===== config.mk =====
export PLATFORM = sky130hd
export DESIGN_NAME = cw_decoder
export DESIGN_NICKNAME = d
export VERILOG_FILES = /design/src/cw_decoder_pkg.sv /design/src/cw_watchdog.sv /design/src/cw_decoder.sv
export VERILOG_INCLUDE_DIRS = /design/src
export SDC_FILE = /design/constraint.sdc
export NUM_CORES = 1
export LEC_CHECK = 0
export BUFFER_PORTS_ARGS = -buffer_cell sky130_fd_sc_hd__buf_4
export CORE_ASPECT_RATIO = 1.1
export CORE_UTILIZATION = 58
export DETAILED_ROUTE_END_ITERATION = 6
export PLACE_DENSITY = 0.85
export SLEW_MARGIN = 20
export SYNTH_ARGS = -nofsm -noshare
export SYNTH_HDL_FRONTEND = slang
export SYNTH_SLANG_ARGS = --single-unit

===== constraint.sdc =====
create_clock -name clk -period 2.51 [get_ports clk]
set_input_delay 0.251 -clock clk [delete_from_list [all_inputs] [get_ports clk]]
set_output_delay 0.251 -clock clk [all_outputs]
set_load 0.02 [all_outputs]

===== src/cw_decoder_map.svh =====
/*
 Constants for the fieldbus control word decoder: field positions, profile codes,
 reset values and timing counts. Assumes the includer runs on a 20 MHz clock.
*/
`ifndef CW_DECODER_MAP_SVH
`define CW_DECODER_MAP_SVH

// Profile codes
`define PROF_BYPASS 2'h0
`define PROF_STANDARD 2'h1
`define PROF_GENERATOR 2'h2

// Bypass profile bit positions
`define BYP_RUN_BIT 0
`define BYP_RESET_BIT 2
`define BYP_DIG_LSB 3

// Standard and generator bit positions
`define STD_CHARGE_BIT 0
`define STD_RUN_BIT 3
`define STD_ACK_BIT 7
`define GEN_REF_LSB 8
`define GEN_ENABLE_BIT 10
`define GEN_WD_BIT 11
`define STD_DIG_LSB 11
`define GEN_DIG_LSB 12

// DC reference selection codes
`define DCREF_FIELDBUS 2'h0
`define DCREF_110 2'h1
`define DCREF_115 2'h2
`define DCREF_120 2'h3

// Reset values
`define CW_RESET 16'h0000
`define PRE_TMO_RESET 16'h0000

// Watchdog delay step in milliseconds and its cycle count at 20 MHz
`define WD_STEP_MS 1
`define CLK_HZ 20000000
`define WD_STEP_CYC ((`CLK_HZ / 1000) * `WD_STEP_MS)

`endif


===== src/cw_decoder_pkg.sv =====
/*
 Types shared by the decoder and its watchdog monitor.
 Assumes the constants header is compiled alongside.
*/
`default_nettype none
package cw_decoder_pkg;
  // Selected interpretation of the control word
  typedef enum logic [1:0] {
    prof_bypass = 2'h0,
    prof_standard = 2'h1,
    prof_generator = 2'h2
  } profile_t;

  // Precharge and breaker sequence, Gray coded along the usual path
  typedef enum logic [1:0] {
    brk_open = 2'b00,
    brk_charging = 2'b01,
    brk_closed = 2'b11
  } brk_state_t;

  // Decoded commands leaving the block
  typedef struct packed {
    logic run_request;
    logic start_pulse;
    logic stop_request;
    logic fault_reset_pulse;
    logic precharge_request;
    logic open_breaker_request;
    logic [1:0] dc_ref_select;
    logic [4:0] digital_bits;
  } cmd_t;
endpackage : cw_decoder_pkg
`default_nettype wire


===== src/cw_watchdog.sv =====
/*
 Fieldbus watchdog monitor: faults when the pulse bit stops toggling for the delay.
 Assumes a synchronous pulse bit and a delay given in millisecond steps.
*/
`default_nettype none
`include "cw_decoder_map.svh"
module cw_watchdog (
  input wire logic clk,
  input wire logic rst_b,
  input wire logic ce,
  input wire logic active,
  input wire logic pulse_bit,
  input wire logic [15:0] delay_ms,
  output logic fault
);
  import cw_decoder_pkg::*;

  // Whole state in one struct
  typedef struct packed {
    logic last;
    logic [15:0] pre;
    logic [15:0] ms;
    logic fault;
  } wd_state_t;

  localparam logic [15:0] STEP_CYC = 16'(`WD_STEP_CYC);

  wd_state_t s_r;
  wd_state_t s_nxt;

  // Counts idle time between toggles; zero delay disables supervision
  always_comb begin
    s_nxt = s_r;
    s_nxt.last = pulse_bit;
    if (!active || delay_ms == 16'h0000) begin
      s_nxt.pre = 16'h0000;
      s_nxt.ms = 16'h0000;
      s_nxt.fault = 1'b0;
    end else if (pulse_bit != s_r.last) begin
      // Toggle seen, restart the timer
      s_nxt.pre = 16'h0000;
      s_nxt.ms = 16'h0000;
    end else if (s_r.pre == STEP_CYC - 16'h0001) begin
      s_nxt.pre = 16'h0000;
      if (s_r.ms == delay_ms - 16'h0001) begin
        s_nxt.fault = 1'b1;
      end else begin
        s_nxt.ms = s_r.ms + 16'h0001;
      end
    end else begin
      s_nxt.pre = s_r.pre + 16'h0001;
    end
  end

  // State register, frozen while the enable is low
  always_ff @(posedge clk or negedge rst_b) begin
    if (!rst_b) begin
      s_r <= '0;
    end else if (ce) begin
      s_r <= s_nxt;
    end
  end

  assign fault = s_r.fault;

  AST_WD_OFF: assert property (@(posedge clk) disable iff (!rst_b)
    (ce && delay_ms == 16'h0000) |=> !fault)
    else $error("watchdog fault with zero delay");
endmodule : cw_watchdog
`default_nettype wire


===== src/cw_decoder.sv =====
/*
 Decoder for the 16-bit fieldbus main control word under three profiles.
 Assumes the control word arrives from pins (synchronised here) and the
 profile, settings and drive status come from logic on the same clock.
*/
// What this block does
// - Profile setting selects word interpretation
// - Bypass bit 0 is run request
// - Bypass bit 2 resets fault on rise
// - Pass fieldbus digital bits per profile
// - Bit 0 requests precharge or breaker open
// - Open request opens breaker or aborts precharge
// - Precharge bit needs enable and fieldbus place
// - Standard/generator bit 3 is run request
// - Start only on rising run edge
// - Bit 7 acknowledges faults on rise
// - Generator bits 8-9 pick DC reference
// - Generator bit 10 gates control; drop stops
// - Watchdog faults when pulse stops, delay nonzero
// - Generator bit 15 is ignored
// - Echo watchdog bit in status bit 15
`default_nettype none
`include "cw_decoder_map.svh"
module cw_decoder (
  input wire logic clk,
  input wire logic rst_b,
  input wire logic ce,
  input wire logic [15:0] main_control_word,
  input wire logic [1:0] profile_setting,
  input wire logic precharge_function_enable,
  input wire logic fieldbus_is_control_place,
  input wire logic ordinary_start,
  input wire logic breaker_closed,
  input wire logic drive_running,
  input wire logic [15:0] watchdog_delay_setting,
  output cw_decoder_pkg::cmd_t cmd,
  output logic precharge_active,
  output logic breaker_close_cmd,
  output logic fieldbus_control_enable,
  output logic watchdog_fault,
  output logic status_watchdog_bit
);
  import cw_decoder_pkg::*;

  // Whole state of the decoder
  typedef struct packed {
    logic [15:0] sync1;
    logic [15:0] sync2;
    logic run_prev;
    logic rst_prev;
    brk_state_t brk;
    cmd_t cmd;
    logic enable;
    logic wd_echo;
  } dec_state_t;

  dec_state_t s_r;
  dec_state_t s_nxt;
  logic wd_active;

  // Map the setting onto a profile; unknown codes fall back to bypass
  function automatic profile_t decode_profile(input logic [1:0] p);
    case (p)
      `PROF_STANDARD: decode_profile = prof_standard;
      `PROF_GENERATOR: decode_profile = prof_generator;
      default: decode_profile = prof_bypass;
    endcase
  endfunction : decode_profile

  profile_t prof;
  assign prof = decode_profile(profile_setting);
  assign wd_active = (prof == prof_generator);

  // Decode the synchronised word
  always_comb begin
    logic [15:0] w;
    logic run_lvl;
    logic rst_lvl;
    logic gate;
    logic pre_req;
    w = s_r.sync2;
    s_nxt = s_r;
    s_nxt.sync1 = main_control_word;
    s_nxt.sync2 = s_r.sync1; // Only the second stage is decoded
    gate = 1'b1;
    run_lvl = 1'b0;
    rst_lvl = 1'b0;
    pre_req = 1'b0;
    s_nxt.cmd.dc_ref_select = `DCREF_FIELDBUS;
    s_nxt.cmd.digital_bits = 5'h00;
    s_nxt.enable = 1'b1;
    s_nxt.wd_echo = 1'b0;
    // Bits outside each profile's table are never looked at
    case (prof)
      prof_bypass: begin
        run_lvl = w[`BYP_RUN_BIT];
        rst_lvl = w[`BYP_RESET_BIT];
        s_nxt.cmd.digital_bits = w[`BYP_DIG_LSB +: 5];
      end
      prof_standard: begin
        run_lvl = w[`STD_RUN_BIT];
        rst_lvl = w[`STD_ACK_BIT];
        pre_req = w[`STD_CHARGE_BIT];
        s_nxt.cmd.digital_bits = {1'b0, w[`STD_DIG_LSB +: 4]};
      end
      prof_generator: begin
        gate = w[`GEN_ENABLE_BIT];
        s_nxt.enable = gate;
        run_lvl = gate & w[`STD_RUN_BIT];
        rst_lvl = gate & w[`STD_ACK_BIT];
        pre_req = gate & w[`STD_CHARGE_BIT];
        s_nxt.cmd.dc_ref_select = w[`GEN_REF_LSB +: 2];
        // Digital bits 2 to 4 sit at positions 1 to 3; bit 15 unused
        s_nxt.cmd.digital_bits = {1'b0, w[`GEN_DIG_LSB +: 3], 1'b0};
        s_nxt.wd_echo = w[`GEN_WD_BIT];
      end
      default: begin
        run_lvl = 1'b0;
      end
    endcase
    // Edges are judged on the gated level, so re-enabling with bit 3 held gives a start
    s_nxt.run_prev = run_lvl;
    s_nxt.rst_prev = rst_lvl;
    s_nxt.cmd.run_request = run_lvl;
    s_nxt.cmd.start_pulse = run_lvl & ~s_r.run_prev;
    s_nxt.cmd.fault_reset_pulse = rst_lvl & ~s_r.rst_prev;
    // Losing the enable while running forces a stop
    s_nxt.cmd.stop_request = ~run_lvl | (~gate & drive_running);
    s_nxt.cmd.precharge_request = 1'b0;
    s_nxt.cmd.open_breaker_request = 1'b0;
    if (prof != prof_bypass) begin
      s_nxt.cmd.open_breaker_request = ~pre_req;
      // Off the fieldbus place, the normal start begins charging
      if (fieldbus_is_control_place) begin
        s_nxt.cmd.precharge_request = pre_req & precharge_function_enable;
      end else begin
        s_nxt.cmd.precharge_request = ordinary_start & precharge_function_enable;
      end
    end
    // Breaker sequence
    case (s_r.brk)
      brk_open: begin
        // Open request wins, so a clashing charge request cannot oscillate
        if (s_r.cmd.precharge_request && !s_r.cmd.open_breaker_request) begin
          s_nxt.brk = brk_charging;
        end
      end
      brk_charging: begin
        if (s_r.cmd.open_breaker_request) begin
          s_nxt.brk = brk_open;
        end else if (breaker_closed) begin
          s_nxt.brk = brk_closed;
        end
      end
      brk_closed: begin
        if (s_r.cmd.open_breaker_request) begin
          s_nxt.brk = brk_open;
        end
      end
      default: begin
        s_nxt.brk = brk_open;
      end
    endcase
  end

  // State register, frozen while the enable is low
  always_ff @(posedge clk or negedge rst_b) begin
    if (!rst_b) begin
      s_r <= '0;
    end else if (ce) begin
      s_r <= s_nxt;
    end
  end

  // Watchdog supervision only in the generator profile
  cw_watchdog cw_watchdog_i (
    .clk(clk),
    .rst_b(rst_b),
    .ce(ce),
    .active(wd_active),
    .pulse_bit(s_r.sync2[`GEN_WD_BIT]),
    .delay_ms(watchdog_delay_setting),
    .fault(watchdog_fault)
  );

  assign cmd = s_r.cmd;
  assign precharge_active = (s_r.brk == brk_charging);
  // Closed automatically once charging started
  assign breaker_close_cmd = (s_r.brk != brk_open);
  assign fieldbus_control_enable = s_r.enable;
  assign status_watchdog_bit = s_r.wd_echo;

  // A start pulse is always preceded by a low run level
  AST_START_EDGE: assert property (@(posedge clk) disable iff (!rst_b)
    ($past(ce) && cmd.start_pulse) |-> cmd.run_request && !$past(cmd.run_request))
    else $error("start without rising edge");

  AST_ACK_ONCE: assert property (@(posedge clk) disable iff (!rst_b)
    (ce && cmd.fault_reset_pulse) |=> !cmd.fault_reset_pulse)
    else $error("fault reset held high");

  AST_BYP_RUN: assert property (@(posedge clk) disable iff (!rst_b)
    (ce && prof == prof_bypass) |=> cmd.run_request == $past(s_r.sync2[0]))
    else $error("bypass run mismatch");

  AST_OPEN_ABORT: assert property (@(posedge clk) disable iff (!rst_b)
    (ce && s_r.brk != brk_open && s_r.cmd.open_breaker_request) |=> !breaker_close_cmd)
    else $error("open request ignored");

  AST_NO_BYP_CHARGE: assert property (@(posedge clk) disable iff (!rst_b)
    (ce && prof == prof_bypass) |=> !cmd.precharge_request)
    else $error("precharge in bypass");

  AST_GATE_STOP: assert property (@(posedge clk) disable iff (!rst_b)
    (ce && prof == prof_generator && !s_r.sync2[10] && drive_running) |=> cmd.stop_request)
    else $error("no stop on disable");

  AST_DCREF: assert property (@(posedge clk) disable iff (!rst_b)
    (ce && prof == prof_generator) |=> cmd.dc_ref_select == $past(s_r.sync2[9:8]))
    else $error("dc ref mismatch");

  AST_ECHO: assert property (@(posedge clk) disable iff (!rst_b)
    (ce && prof == prof_generator) |=> status_watchdog_bit == $past(s_r.sync2[11]))
    else $error("watchdog echo mismatch");
endmodule : cw_decoder
`default_nettype wire


Yosys cells after proc, flatten, opt, wreduce, memory -nomap -nowiden
Cells that the tools add are included.
{"block": "totals", "regBits": 82, "latchBits": 0, "ram_bits": 0, "rom_bits": 0, "out_inout_bits": 18, "wordCells": 86, "mem_count": 0}
{"block": "op_classes", "addsub": 3, "n_mul": 0, "div": 0, "magnitude_cmp": 0, "n_eq_ne": 14, "shift": 0, "n_mux": 22, "bitwise": 14, "reduce_logical": 15}
{"op": "$mux W33", "count": 1}
{"op": "$add A16 B1 Y16 const B", "count": 2}
{"op": "$mux W16", "count": 2}
{"op": "$mux W32", "count": 1}
{"op": "$mux W17", "count": 1}
{"op": "$eq A16 B15 Y1 const B", "count": 1}
{"op": "$eq A16 B16 Y1", "count": 1}
{"op": "$logic_not A16 Y1", "count": 1}
{"op": "$sub A16 B1 Y16 const B", "count": 1}
{"op": "$pmux W5 S3", "count": 1}
{"op": "$mux W2", "count": 7}
{"op": "$and A1 B1 Y1", "count": 8}
{"op": "$reduce_and A4 Y1", "count": 2}
{"op": "$reduce_bool A2 Y1", "count": 4}
{"op": "$eq A2 B1 Y1 const B", "count": 3}
{"op": "$eq A2 B2 Y1 const B", "count": 3}
{"op": "$pmux W1 S3", "count": 2}
{"op": "$pmux W2 S3", "count": 1}
{"op": "$not A1 Y1", "count": 5}
{"op": "$logic_not A2 Y1", "count": 2}
{"op": "$mux W1", "count": 4}
{"op": "$ne A2 B2 Y1 const B", "count": 2}
{"op": "$pmux W2 S2", "count": 1}
{"op": "$ne A3 B1 Y1 const B", "count": 1}
{"op": "10 further kinds", "count": 11}

Longest topological paths before layout
Gate-level depths: netlist (run 1).
{"block": "logic_depth", "word_depth": 7, "mapped_depth": 11, "mapped_depth_nobuf": 9}

Hierarchy
Synthesis (run 1) repeated with hierarchy kept, for this count alone.
{"block": "unflattened", "cells_unflattened": 438, "area_unflattened_um2": 4340.4}
{"module": "cw_watchdog", "n_inst": 1, "cells_each": 279, "area_each_um2": 2362.3, "seq_area_each_um2": 850.8}
{"module": "cw_decoder", "n_inst": 1, "cells_each": 159, "area_each_um2": 1978.1, "seq_area_each_um2": 1151.1}

Worst setup path before layout (run 1)
No wires, ideal clock.
{"block": "synth_timing", "path_kind": "in2reg", "from": "input watchdog_delay_setting[2]", "to": "register cw_watchdog_i.s_r[4] (netlist name)", "setup_time_ns": 0.095, "arrival_time_ns": 2.381, "setup_slack_ns": 0.034, "cell_stages": 10, "path_buffers": 3, "cell_sequence": "buf_6 -> or4_4 -> nor4_1 -> mux2i_1 -> a21oi_1 -> and4_1 -> clkbuf_2 -> or3_1 -> buf_6 -> o31ai_1"}
{"block": "synth_between", "elab_chain_cells": 4, "elab_cells_between_ends": 8, "classes_between": "add/sub: 1; eq/ne: 2; mux: 1; reduce/logical: 4"}
{"element": "start: declaration", "line_no": "cw_decoder.sv:35", "source": "input wire logic [15:0] watchdog_delay_setting,"}
{"element": "$sub A16 B1 Y16 or $logic_not A16 Y1 (tied branches)", "line_no": "cw_watchdog.sv:45, cw_watchdog.sv:35"}
{"element": "$eq A16 B16 Y1 or $logic_or A1 B1 Y1 (tied branches)", "line_no": "cw_watchdog.sv:45, cw_watchdog.sv:35"}
{"element": "$ne A3 B1 Y1 (no source line) or $reduce_bool A3 Y1 (tied branches)"}
{"element": "$reduce_and A3 Y1 (no source line)"}
{"element": "end signal: assignment", "line_no": "cw_watchdog.sv:60", "source": "s_r <= s_nxt;"}
{"element": "end: declaration", "line_no": "cw_watchdog.sv:28", "source": "wd_state_t s_r;"}
Several ways; a longest one is shown, not always the timed one.
A chain may end at the register's enable or synchronous reset.

Worst setup path after layout (run 1)
{"block": "layout_timing", "from": "register cw_watchdog_i.s_r[9] (netlist name)", "to": "register cw_watchdog_i.s_r[8] (netlist name)"}
{"block": "layout_between", "elab_chain_cells": 3}
{"element": "$eq A16 B16 Y1", "line_no": "cw_watchdog.sv:45", "source": "if (s_r.ms == delay_ms - 16'h0001) begin"}
{"element": "$ne A3 B1 Y1 (no source line)"}
{"element": "$reduce_and A3 Y1 (no source line)"}
No other way between the ends.

==> impl_metrics.tcl, run 1 <==
set metrics [dict create \
    antenna_found_initial 0 \
    grt_pass1_wl_mm 15.9 \
    multi_input_area_um2 2100 \
    grt_usage 0.261 \
    regArea_um2 2000 \
    layout_commonest_cell "dfrtp_1" \
    clock.fmax_ghz 0.430 \
    vias_per_cell 6.07 \
    final_core_util 0.712 \
    status "complete, but fails checks" \
    setup_viol 0 \
    syn_nets 494 \
    cp-end-kind "register" \
    drive_above_1_share 0.259 \
    dpl_worst_slack_ns -0.156 \
    drt_iter0_markers 258 \
    syn_avg_cell_area_um2 9.83 \
    clock_path_buffers 2 \
    core_area_um2 7170 \
    layout_min_cycle_time_ns 2.33 \
    cp_data_required_time_ns 2.77 \
    root_buffer "clkbuf_8" \
    yosysSeqAreaShare 0.456 \
    slew_headroom 0.351 \
    worst_slew_pin_slew_ns 0.973 \
    ys_types 52 \
    cts_sinks 80 \
    power_frac_seq 0.481 \
    critPathKind "reg -> reg" \
    clk_pin_slew_ns 0.08 \
    grt-ovfl-total 0 \
    ant_nets 0 \
    htree_levels 3 \
    ys_warn_count 0 \
    p_int_w 0.00220 \
    die_y_um 93.2 \
    dieArea_um2 7910 \
    hold_violations 0 \
    final_cell_area_um2 5110 \
    leakage_nw 2.23 \
    vias 3580 \
    synth-main-ff-cell "dfrtp_1" \
    maxCapViolCount 0 \
    power.density_nw_per_um2 597 \
    fin_tns_setup_ns 0 \
    layout.nets 548 \
    arrival_ns 2.58 \
    setup_ws_ns 0.183 \
    finalCritPeriodShare 0.927 \
    drc_errors 6 \
    diodes 0 \
    place_congestion 0.978 \
    ir_drop_v 0.000530 \
    rows 32 \
    fillCellCount 504 \
    violations "design-rule violations" \
    synth-edff-count 0 \
    synth_cells 446 \
    post_dp_cell_area_um2 4880 \
    cp-start-kind "register" \
    die_w_um 84.9 \
    num_io_pins 60 \
    p_sw_w 0.000846 \
    power.share.clock 0.348 \
    syn-cell-area_um2 4390 \
    io_buffers 57 \
    cts_buffers 9 \
    final_cell_mix "80 x dfrtp_1, 78 x buf_4, 32 x o21ai_0, 30 x mux2_2, 26 x nand2_1" \
    grt_pass1_vias 3602 \
    rsz0062_at_grt "no" \
    wirelength_mm 9.64 \
    cts_tree "done" \
    drv_slew 0 \
    post-dp-hpwl_mm 6.82 \
    pwr-share-comb 0.171 \
    start_util 0.612 \
    first_pass_iters 7 \
    clock_latency_ns 0.36 \
    synth_seq_cells 80 \
    skew_ns 0.00625 \
    swShare 0.277 \
    routedWlPerCell_um 16.3 \
    syn_to_final_growth_pct 16.4 \
    async_flop_share 1.00 \
    post_cts_buffers 0 \
    grt_max_degree 81 \
    critical_path.max_fanout 15 \
    hp-class "in -> async" \
]
[metal layers]
layer,part of all wire,wire length [um],track usage
met2,0.51,4870,0.451
met4,0.035,337,0.144
met3,0.044,421,0.0485
met1,0.42,4010,0.308
met5,0,0,0
[cells by family (layout without fill, tap and decap cells)]
family	count (synthesis)	count (layout)	synth area share
compound gates	94	94	0.132
xor+xnor	32	32	0.0639
fa+ha+maj	6	6	0.0171
buf+inv	59	118	0.0656
mux	33	33	0.0839
simple gates	142	142	0.181
flops	80	80	0.456
[power by group through the flow]
stage	Combinational, W	Clock [W]	Sequential (W)
global placement	0.000500	0	0.00148
finish	0.000523	0.00106	0.00147
floorplan	0.000344	0	0.00147
CTS	0.000527	0.00106	0.00147
global route	0.000569	0.00112	0.00148
detailed placement	0.000522	0	0.00149
[stage by stage]
| step | total power (W) | std cells | hold WS (ns) |
|---|---|---|---|
| floorplan | 0.00181 | 446 | -0.0446 |
| global placement | 0.00198 | 574 | 0.434 |
| detailed placement | 0.00201 | 574 | 0.456 |
| CTS | 0.00306 | 590 | 0.0751 |
| global route | 0.00317 | 590 | 0.107 |
| finish | 0.00305 | 590 | 0.0339 |
[registers in the layout, indices dropped and copies added (netlist names)]
name and flops:
cmd 13, s_nxt 14, fieldbus_control_enable 1, cw_watchdog_i.s_r 33, cw_watchdog_i.fault 1, status_watchdog_bit 1
s_r 17
[cell type report]
class                      count  share of cell area
clock buffer                  10              0.0250
tap                           85              0.0208
multi-input combinational    307               0.412
sequential                    80               0.392
timing repair buffer          78               0.115
clock inverter                 6              0.0181
inverter                      24              0.0176
[synthesized netlist by cell type, types with 3 or more instances]
master    count  area share
a21oi_1      11       0.013
or3_1         4      0.0057
nor4b_1       3      0.0060
a31oi_1       7       0.010
a22oi_1       5      0.0086
and3_1        9       0.013
o21ai_1       6      0.0068
and2_1        4      0.0057
and4_1        3      0.0060
ha_1          6       0.017
nor2_1       23       0.020
nor3_1        4      0.0046
xor2_1       14       0.028
inv_1        24       0.021
buf_4        13       0.022
mux2i_1       3      0.0068
nand3_1      23       0.026
nor2b_1       3      0.0043
clkbuf_1     16       0.014
nand2b_1     10       0.014
nor4_1        7       0.010
nand2_1      26       0.022
xnor2_1      18       0.036
mux2_2       30       0.077
o31ai_1      10       0.017
o21ai_0      32       0.037
nand4_1       9       0.013
nand3b_1      3      0.0051
dfrtp_1      80        0.46
o22ai_1       9       0.013
[worst paths after layout]
kind / from / to / slack (ns) / cells past startpoint
min in group clk: main_control_word[4] / s_nxt[23] / 0.12 / 2
setup reg to reg: cw_watchdog_i.s_r[9] / cw_watchdog_i.s_r[8] / 0.18 / 8
hold / removal: rst_b / cw_watchdog_i.s_r[27] / 0.03 / 1
setup / recovery: cw_watchdog_i.s_r[9] / cw_watchdog_i.s_r[8] / 0.18 / 8
hold reg to reg: s_r[17] / cmd[9] / 0.47 / 1
max in group asynchronous: rst_b / s_nxt[29] / 1.85 / 1
[what timing repair did]
| action | CTS | global route |
|---|---|---|
| setup endpoints to repair | 0 | 9 |
| hold buffers | 0 | 0 |
| hold endpoints to repair | 0 | 0 |
| gates resized for setup | 0 | 2 |
[worst max-delay path, stage by stage (launching register included)]
cell and delay [ns]:
dfrtp_1 0.51, xor2_1 0.22, nor4b_1 0.27, a22oi_1 0.13, a211oi_1 0.30, and4_2 0.34
buf_4 0.21, o311ai_0 0.15, o41ai_1 0.09
Note: power is estimated with default switching activity, not from simulation.
==> run 2, diff against run 1 <==
--- a/config.mk
+++ b/config.mk
@@ -7,10 +7,9 @@
 export NUM_CORES = 1
 export LEC_CHECK = 0
 export BUFFER_PORTS_ARGS = -buffer_cell sky130_fd_sc_hd__buf_4
-export CORE_ASPECT_RATIO = 1.1
-export CORE_UTILIZATION = 58
+export CORE_UTILIZATION = 62
 export DETAILED_ROUTE_END_ITERATION = 6
-export PLACE_DENSITY = 0.85
+export PLACE_DENSITY = 0.9
 export SLEW_MARGIN = 20
 export SYNTH_ARGS = -nofsm -noshare
 export SYNTH_HDL_FRONTEND = slang
==> constraint.sdc (replaced) <==
create_clock -name clk -period 2.9 [get_ports clk]
set_input_delay 0.29 -clock clk [delete_from_list [all_inputs] [get_ports clk]]
set_output_delay 0.29 -clock clk [all_outputs]
set_load 0.02 [all_outputs]
==> run 2 against run 1 <==
Setup slack better by 0.28 ns. Sequential cell count unchanged. Fmax fell by 4.4%. Cell area decreased by 1.2%. The flow now finishes without violations. Critical path depth unchanged. Clock-buffer cell count is the same. Global-route usage grew 2.0 points.
==> impl_metrics.tcl, run 2 (synthesis gave the netlist of run 1 again) <==
set metrics [dict create \
    status "finished clean" \
    multi_input_area_um2 2100 \
    drive_above_1_share 0.242 \
    antenna_found_initial 0 \
    maxCapViolCount 0 \
    vias_per_cell 6.01 \
    grt-ovfl-total 0 \
    layout.nets 538 \
    clock_latency_ns 0.36 \
    regArea_um2 2000 \
    die_y_um 86.1 \
    post_dp_cell_area_um2 4830 \
    worst_slew_pin_slew_ns 0.979 \
    clock.fmax_ghz 0.411 \
    routedWlPerCell_um 16.2 \
    grt_pass1_wl_mm 16.2 \
    grt_pass1_vias 3535 \
    ant_nets 0 \
    cts_hold_buf 0 \
    final_cell_mix "80 x dfrtp_1, 67 x buf_4, 32 x o21ai_0, 30 x mux2_2, 26 x nand2_1" \
    cts_resized 0 \
    first_pass_iters 5 \
    final_cell_area_um2 5040 \
    crit_top_cell "nand4_1" \
    fin_tns_setup_ns 0 \
    num_io_pins 60 \
    final_core_util 0.738 \
    cp-start-kind "register" \
    wl_met1_mm 4.12 \
    cts_tree "done" \
    slowest_stage "dfrtp_1" \
    slew_headroom 0.348 \
    die_w_um 86.1 \
    drv_slew 0 \
    root_buffer "clkbuf_8" \
    drt_iter0_markers 269 \
    largest_register_ffs 33 \
    critPathKind "reg -> reg" \
    grt_max_degree 81 \
    layout_min_cycle_time_ns 2.43 \
    diodes 0 \
    clk_pin_slew_ns 0.10 \
    cp_data_required_time_ns 3.19 \
    critical_path.max_fanout 6 \
    dieArea_um2 7410 \
    layout_commonest_cell "dfrtp_1" \
    clock_path_buffers 2 \
    start_util 0.642 \
    place_congestion 0.866 \
    cts_sinks 80 \
    rrSetupSlack_ns 0.47 \
    fillCellCount 463 \
    highest_layer "met4" \
    r2r_start "cw_watchdog_i.s_r[17]" \
    worst_r2r_endpoint "cw_watchdog_i.s_r[14]" \
    arrival_ns 2.72 \
    ir_drop_v 0.000396 \
    skew_ns 0.0132 \
    grt_usage 0.281 \
    leakage_nw 2.18 \
    largest-register "cw_watchdog_i.s_r" \
    met3WireLength_um 467 \
    power.density_nw_per_um2 515 \
    vias 3551 \
    hold_violations 0 \
    rows 30 \
    drc_errors 0 \
    route.met2.wl_mm 4.77 \
    htree_levels 3 \
    wirelength_mm 9.55 \
    syn_to_final_growth_pct 15.0 \
    setup_viol 0 \
    path_cells "ha_1 -> nand4_1 -> nand4b_1 -> nand4_1 -> and2_1 -> nand2_1 -> or4_1 -> a21oi_1" \
    rsz0062_at_grt "no" \
    worstRegToRegCells 8 \
    finalCritPeriodShare 0.839 \
    cts_buffers 9 \
    cp-end-kind "register" \
    io_buffers 57 \
    post_cts_buffers 0 \
    post-dp-hpwl_mm 6.71 \
    hp-class "in -> async" \
    core_area_um2 6830 \
    max_stage_delay_ns 0.43 \
]
## run 2: area by class of cell
| cell class | count | area share |
|---|---|---|
| Clock buffer | 10 | 0.0273 |
| Clock inverter | 6 | 0.0151 |
| Inverter | 24 | 0.0179 |
| Multi-Input combinational cell | 307 | 0.415 |
| Sequential cell | 80 | 0.397 |
| Tap cell | 96 | 0.0238 |
| Timing Repair Buffer | 68 | 0.104 |
## run 2: report_power, final
part	internal (W)	switching, W
Clock	0.000435	0.000449
Sequential	0.00121	0.0000646
Combinational	0.000206	0.000237
Total	0.00185	0.000751
## run 2: layer usage
metal | up-vias | GRT usage
li1 | 1674 | -
met1 | 1747 | 0.367
met2 | 110 | 0.472
met3 | 20 | 0.0472
met4 | 0 | 0.106
met5 | - | 0
## run 2: critical path, delay by kind of cell, from the launching register on
family	cells	cell delay (ns)
AND/OR/NAND/NOR	6	1.53
flip-flops	1	0.43
adder cells (fa/ha/maj)	1	0.26
AO/OA/AOI/OAI	1	0.15
## run 2: stage by stage
| stage | hold WS [ns] | power (W) | worst slack (ns) | std cells |
|---|---|---|---|---|
| after floorplan | -0.00559 | 0.00157 | 0.385 | 446 |
| after global placement | 0.431 | 0.00171 | 0.183 | 575 |
| after detailed placement | 0.439 | 0.00173 | 0.153 | 575 |
| after CTS | 0.118 | 0.00261 | 0.485 | 591 |
| after global routing | 0.140 | 0.00271 | 0.265 | 591 |
| final | 0.0710 | 0.00260 | 0.467 | 591 |
## run 2: worst max-delay path by stage
stage	endpoint	cells after the start	slack, ns	startpoint
floorplan	cw_watchdog_i.s_r[4]	10	0.38	watchdog_delay_setting[2]
global placement	cw_watchdog_i.s_r[4]	8	0.18	watchdog_delay_setting[3]
detailed placement	cw_watchdog_i.s_r[5]	8	0.15	watchdog_delay_setting[3]
CTS	cw_watchdog_i.s_r[14]	8	0.49	cw_watchdog_i.s_r[17]
global route	cw_watchdog_i.s_r[5]	7	0.27	cw_watchdog_i.s_r[12]
finish	cw_watchdog_i.s_r[14]	8	0.47	cw_watchdog_i.s_r[17]
==> run 3, diff against run 2 <==
--- a/config.mk
+++ b/config.mk
@@ -6,10 +6,11 @@
 export SDC_FILE = /design/constraint.sdc
 export NUM_CORES = 1
 export LEC_CHECK = 0
+export ABC_AREA = 1
 export BUFFER_PORTS_ARGS = -buffer_cell sky130_fd_sc_hd__buf_4
-export CORE_UTILIZATION = 62
+export CORE_UTILIZATION = 59
 export DETAILED_ROUTE_END_ITERATION = 6
-export PLACE_DENSITY = 0.9
+export PLACE_DENSITY = 0.86
 export SLEW_MARGIN = 20
 export SYNTH_ARGS = -nofsm -noshare
 export SYNTH_HDL_FRONTEND = slang
==> constraint.sdc (replaced) <==
create_clock -name clk -period 2.3 [get_ports clk]
set_input_delay 0.23 -clock clk [delete_from_list [all_inputs] [get_ports clk]]
set_output_delay 0.23 -clock clk [all_outputs]
set_load 0.02 [all_outputs]
==> run 3 against run 2 <==
Routed wire length increased by 8.9%. Worst hold slack better by 0.0053 ns. Setup slack got worse by 0.16 ns. Combinational power up 46%. First-iteration DRC count fell by 5.2%. Critical endpoint is now cw_watchdog_i.s_r[10]. Fmax rose by 22%. Highest routed layer unchanged.
==> impl_metrics.tcl, run 3 <==
set metrics [dict create \
    status "finished clean" \
    skew_ns 0.0174 \
    syn_avg_cell_area_um2 7.30 \
    drc_errors 0 \
    syn_nets 705 \
    maxCapViolCount 0 \
    first_pass_iters 5 \
    slew_headroom 0.612 \
    cts_sinks 80 \
    p_int_w 0.00220 \
    clock_latency_ns 0.35 \
    layout_min_cycle_time_ns 2.00 \
    cp-start-kind "register" \
    start_util 0.614 \
    clk_pin_slew_ns 0.09 \
    ant_nets 0 \
    cts_hold_buf 1 \
    yosysTopAreaCellShare 0.417 \
    power_frac_seq 0.497 \
    hp-class "in -> reg" \
    cts_buffers 9 \
    grt_usage 0.264 \
    final_core_util 0.694 \
    setup_viol 0 \
    core_area_um2 7810 \
    layoutNonFillerInstCount 806 \
    pwr-share-comb 0.202 \
    io_buffers 57 \
    power.density_nw_per_um2 593 \
    critical_path.max_fanout 17 \
    synth_top_cells_by_area "dfrtp_1 42%, nand2_1 17%, inv_1 5.4%" \
    yosysSeqAreaShare 0.417 \
    synth.most_common_cell "nand2_1" \
    vias_per_cell 5.34 \
    synthTopCellsByCount "217 x nand2_1, 80 x dfrtp_1, 69 x inv_1" \
    synth_seq_cells 80 \
    syn_to_final_growth_pct 13.0 \
    antenna_found_initial 0 \
    clock_path_buffers 2 \
    arrival_ns 2.22 \
    routedWlPerCell_um 12.9 \
    finalCritPeriodShare 0.868 \
    layout_commonest_cell "nand2_1" \
    leakage_nw 2.68 \
    grt_max_degree 45 \
    whs_ns 0.0763 \
    synth_cells 657 \
    cts_resized 0 \
    synth-edff-count 0 \
    wirelength_mm 10.4 \
    post_cts_buffers 0 \
    post-dp-hpwl_mm 7.62 \
    syn-cell-area_um2 4800 \
    die_y_um 92.2 \
    vias 4302 \
    fillCellCount 631 \
    root_buffer "clkbuf_8" \
    ys_types 47 \
    cp-end-kind "register" \
    rows 32 \
    largest_register_ffs 33 \
    fin_tns_setup_ns 0 \
    die_w_um 92.2 \
    grt_pass1_wl_mm 18.0 \
    drt_iter0_markers 255 \
    largest-register "cw_watchdog_i.s_r" \
    worst_slew_pin_slew_ns 0.582 \
    ys_warn_count 0 \
    layout.nets 747 \
    synth_area_leader_cell "dfrtp_1" \
    htree_levels 3 \
    num_io_pins 60 \
    async_flop_share 1.00 \
    hold_violations 0 \
    cts_tree "done" \
    drive_above_1_share 0.151 \
    ir_drop_v 0.000459 \
    final_cell_mix "217 x nand2_1, 80 x dfrtp_1, 69 x inv_1, 61 x buf_4, 58 x nor2_1" \
    synth-main-ff-cell "dfrtp_1" \
    p_sw_w 0.00101 \
    power.share.clock 0.302 \
    grt-ovfl-total 0 \
    dieArea_um2 8490 \
    place_congestion 0.886 \
    clock.fmax_ghz 0.501 \
    grt_pass1_vias 4130 \
    swShare 0.314 \
    cp_data_required_time_ns 2.53 \
    drv_slew 0 \
    rsz0062_at_grt "no" \
    critPathKind "reg -> reg" \
    diodes 0 \
    dp_cells 789 \
]
## run 3: cell types whose count changed after synthesis, sizes merged, moves of 5 or more
cell    delta
nand2    +197
o22ai      -5
inv       +46
mux2      -30
nand2b    -10
nor2      +47
and3       -8
buf        +6
nand3     +29
xnor2     -13
clkbuf     -8
o21ai      -8
nor3      +13
o31ai      -9
## run 3: logic make-up after synthesis
family / after synthesis / share of synthesized area
fa+ha+maj: 6 / 0.0157
simple gates: 393 / 0.368
buf+inv: 104 / 0.0978
flops: 80 / 0.417
xor+xnor: 18 / 0.0344
compound gates: 56 / 0.0668
## run 3: power groups by stage
| stage | Clock, W | Sequential (W) | Combinational, W |
|---|---|---|---|
| 2_1_floorplan | 0 | 0.00160 | 0.000427 |
| 3_3_place_gp | 0 | 0.00162 | 0.000619 |
| 3_5_place_dp | 0 | 0.00162 | 0.000647 |
| 4_1_cts | 0.000984 | 0.00159 | 0.000652 |
| 5_1_grt | 0.00104 | 0.00161 | 0.000721 |
| 6_report | 0.000969 | 0.00159 | 0.000648 |
## run 3: area by class of cell
| type | instances | area (um2) | area share |
|---|---|---|---|
| clock buffers | 10 | 138 | 0.0254 |
| clock inverters | 6 | 51.3 | 0.00947 |
| inverters | 71 | 267 | 0.0492 |
| multi-input cells | 473 | 2320 | 0.429 |
| flip-flops and latches | 80 | 2000 | 0.370 |
| well taps | 102 | 128 | 0.0236 |
| repair buffers | 64 | 508 | 0.0938 |
## run 3: critical path, cell delays in order, from the launching register on
cell and delay, ns:
dfrtp_1 0.39, ha_1 0.19, nand2_1 0.10, nor2_1 0.23
nand4_1 0.14, nor3_2 0.20, nor2_2 0.09, nor2_4 0.12
buf_12 0.17, nand2_8 0.10, nand2_1 0.08, nand2_1 0.05
## run 3: final timing paths
path                                  startpoint                     to  slack (ns)  cells past startpoint
setup / recovery           cw_watchdog_i.s_r[17]  cw_watchdog_i.s_r[10]        0.30                     11
hold reg to reg                          s_r[17]                 cmd[9]        0.48                      1
setup reg to reg           cw_watchdog_i.s_r[17]  cw_watchdog_i.s_r[10]        0.30                     11
max in group asynchronous                  rst_b                s_r[30]        1.26                      3
hold / removal             main_control_word[10]              s_nxt[29]        0.08                      3
min in group asynchronous                  rst_b    cw_watchdog_i.fault        0.42                      2
## run 3: metrics by stage
stage	power (W)	instance area [um2]	setup slack [ns]
4_1_cts	0.00323	5420	0.318
3_3_place_gp	0.00223	5220	0.286
2_1_floorplan	0.00203	4800	0.561
3_5_place_dp	0.00227	5220	0.245
5_1_grt	0.00337	5420	0.0948
6_report	0.00321	5420	0.304
## run 3: layer usage
| metal | GRT usage | vias up | routed length (um) |
|---|---|---|---|
| met2 | 0.453 | 116 | 5150 |
| li1 | - | 2173 | - |
| met3 | 0.0398 | 18 | 468 |
| met5 | 0 | - | 0 |
| met1 | 0.343 | 1995 | 4600 |
| met4 | 0.0833 | 0 | 177 |
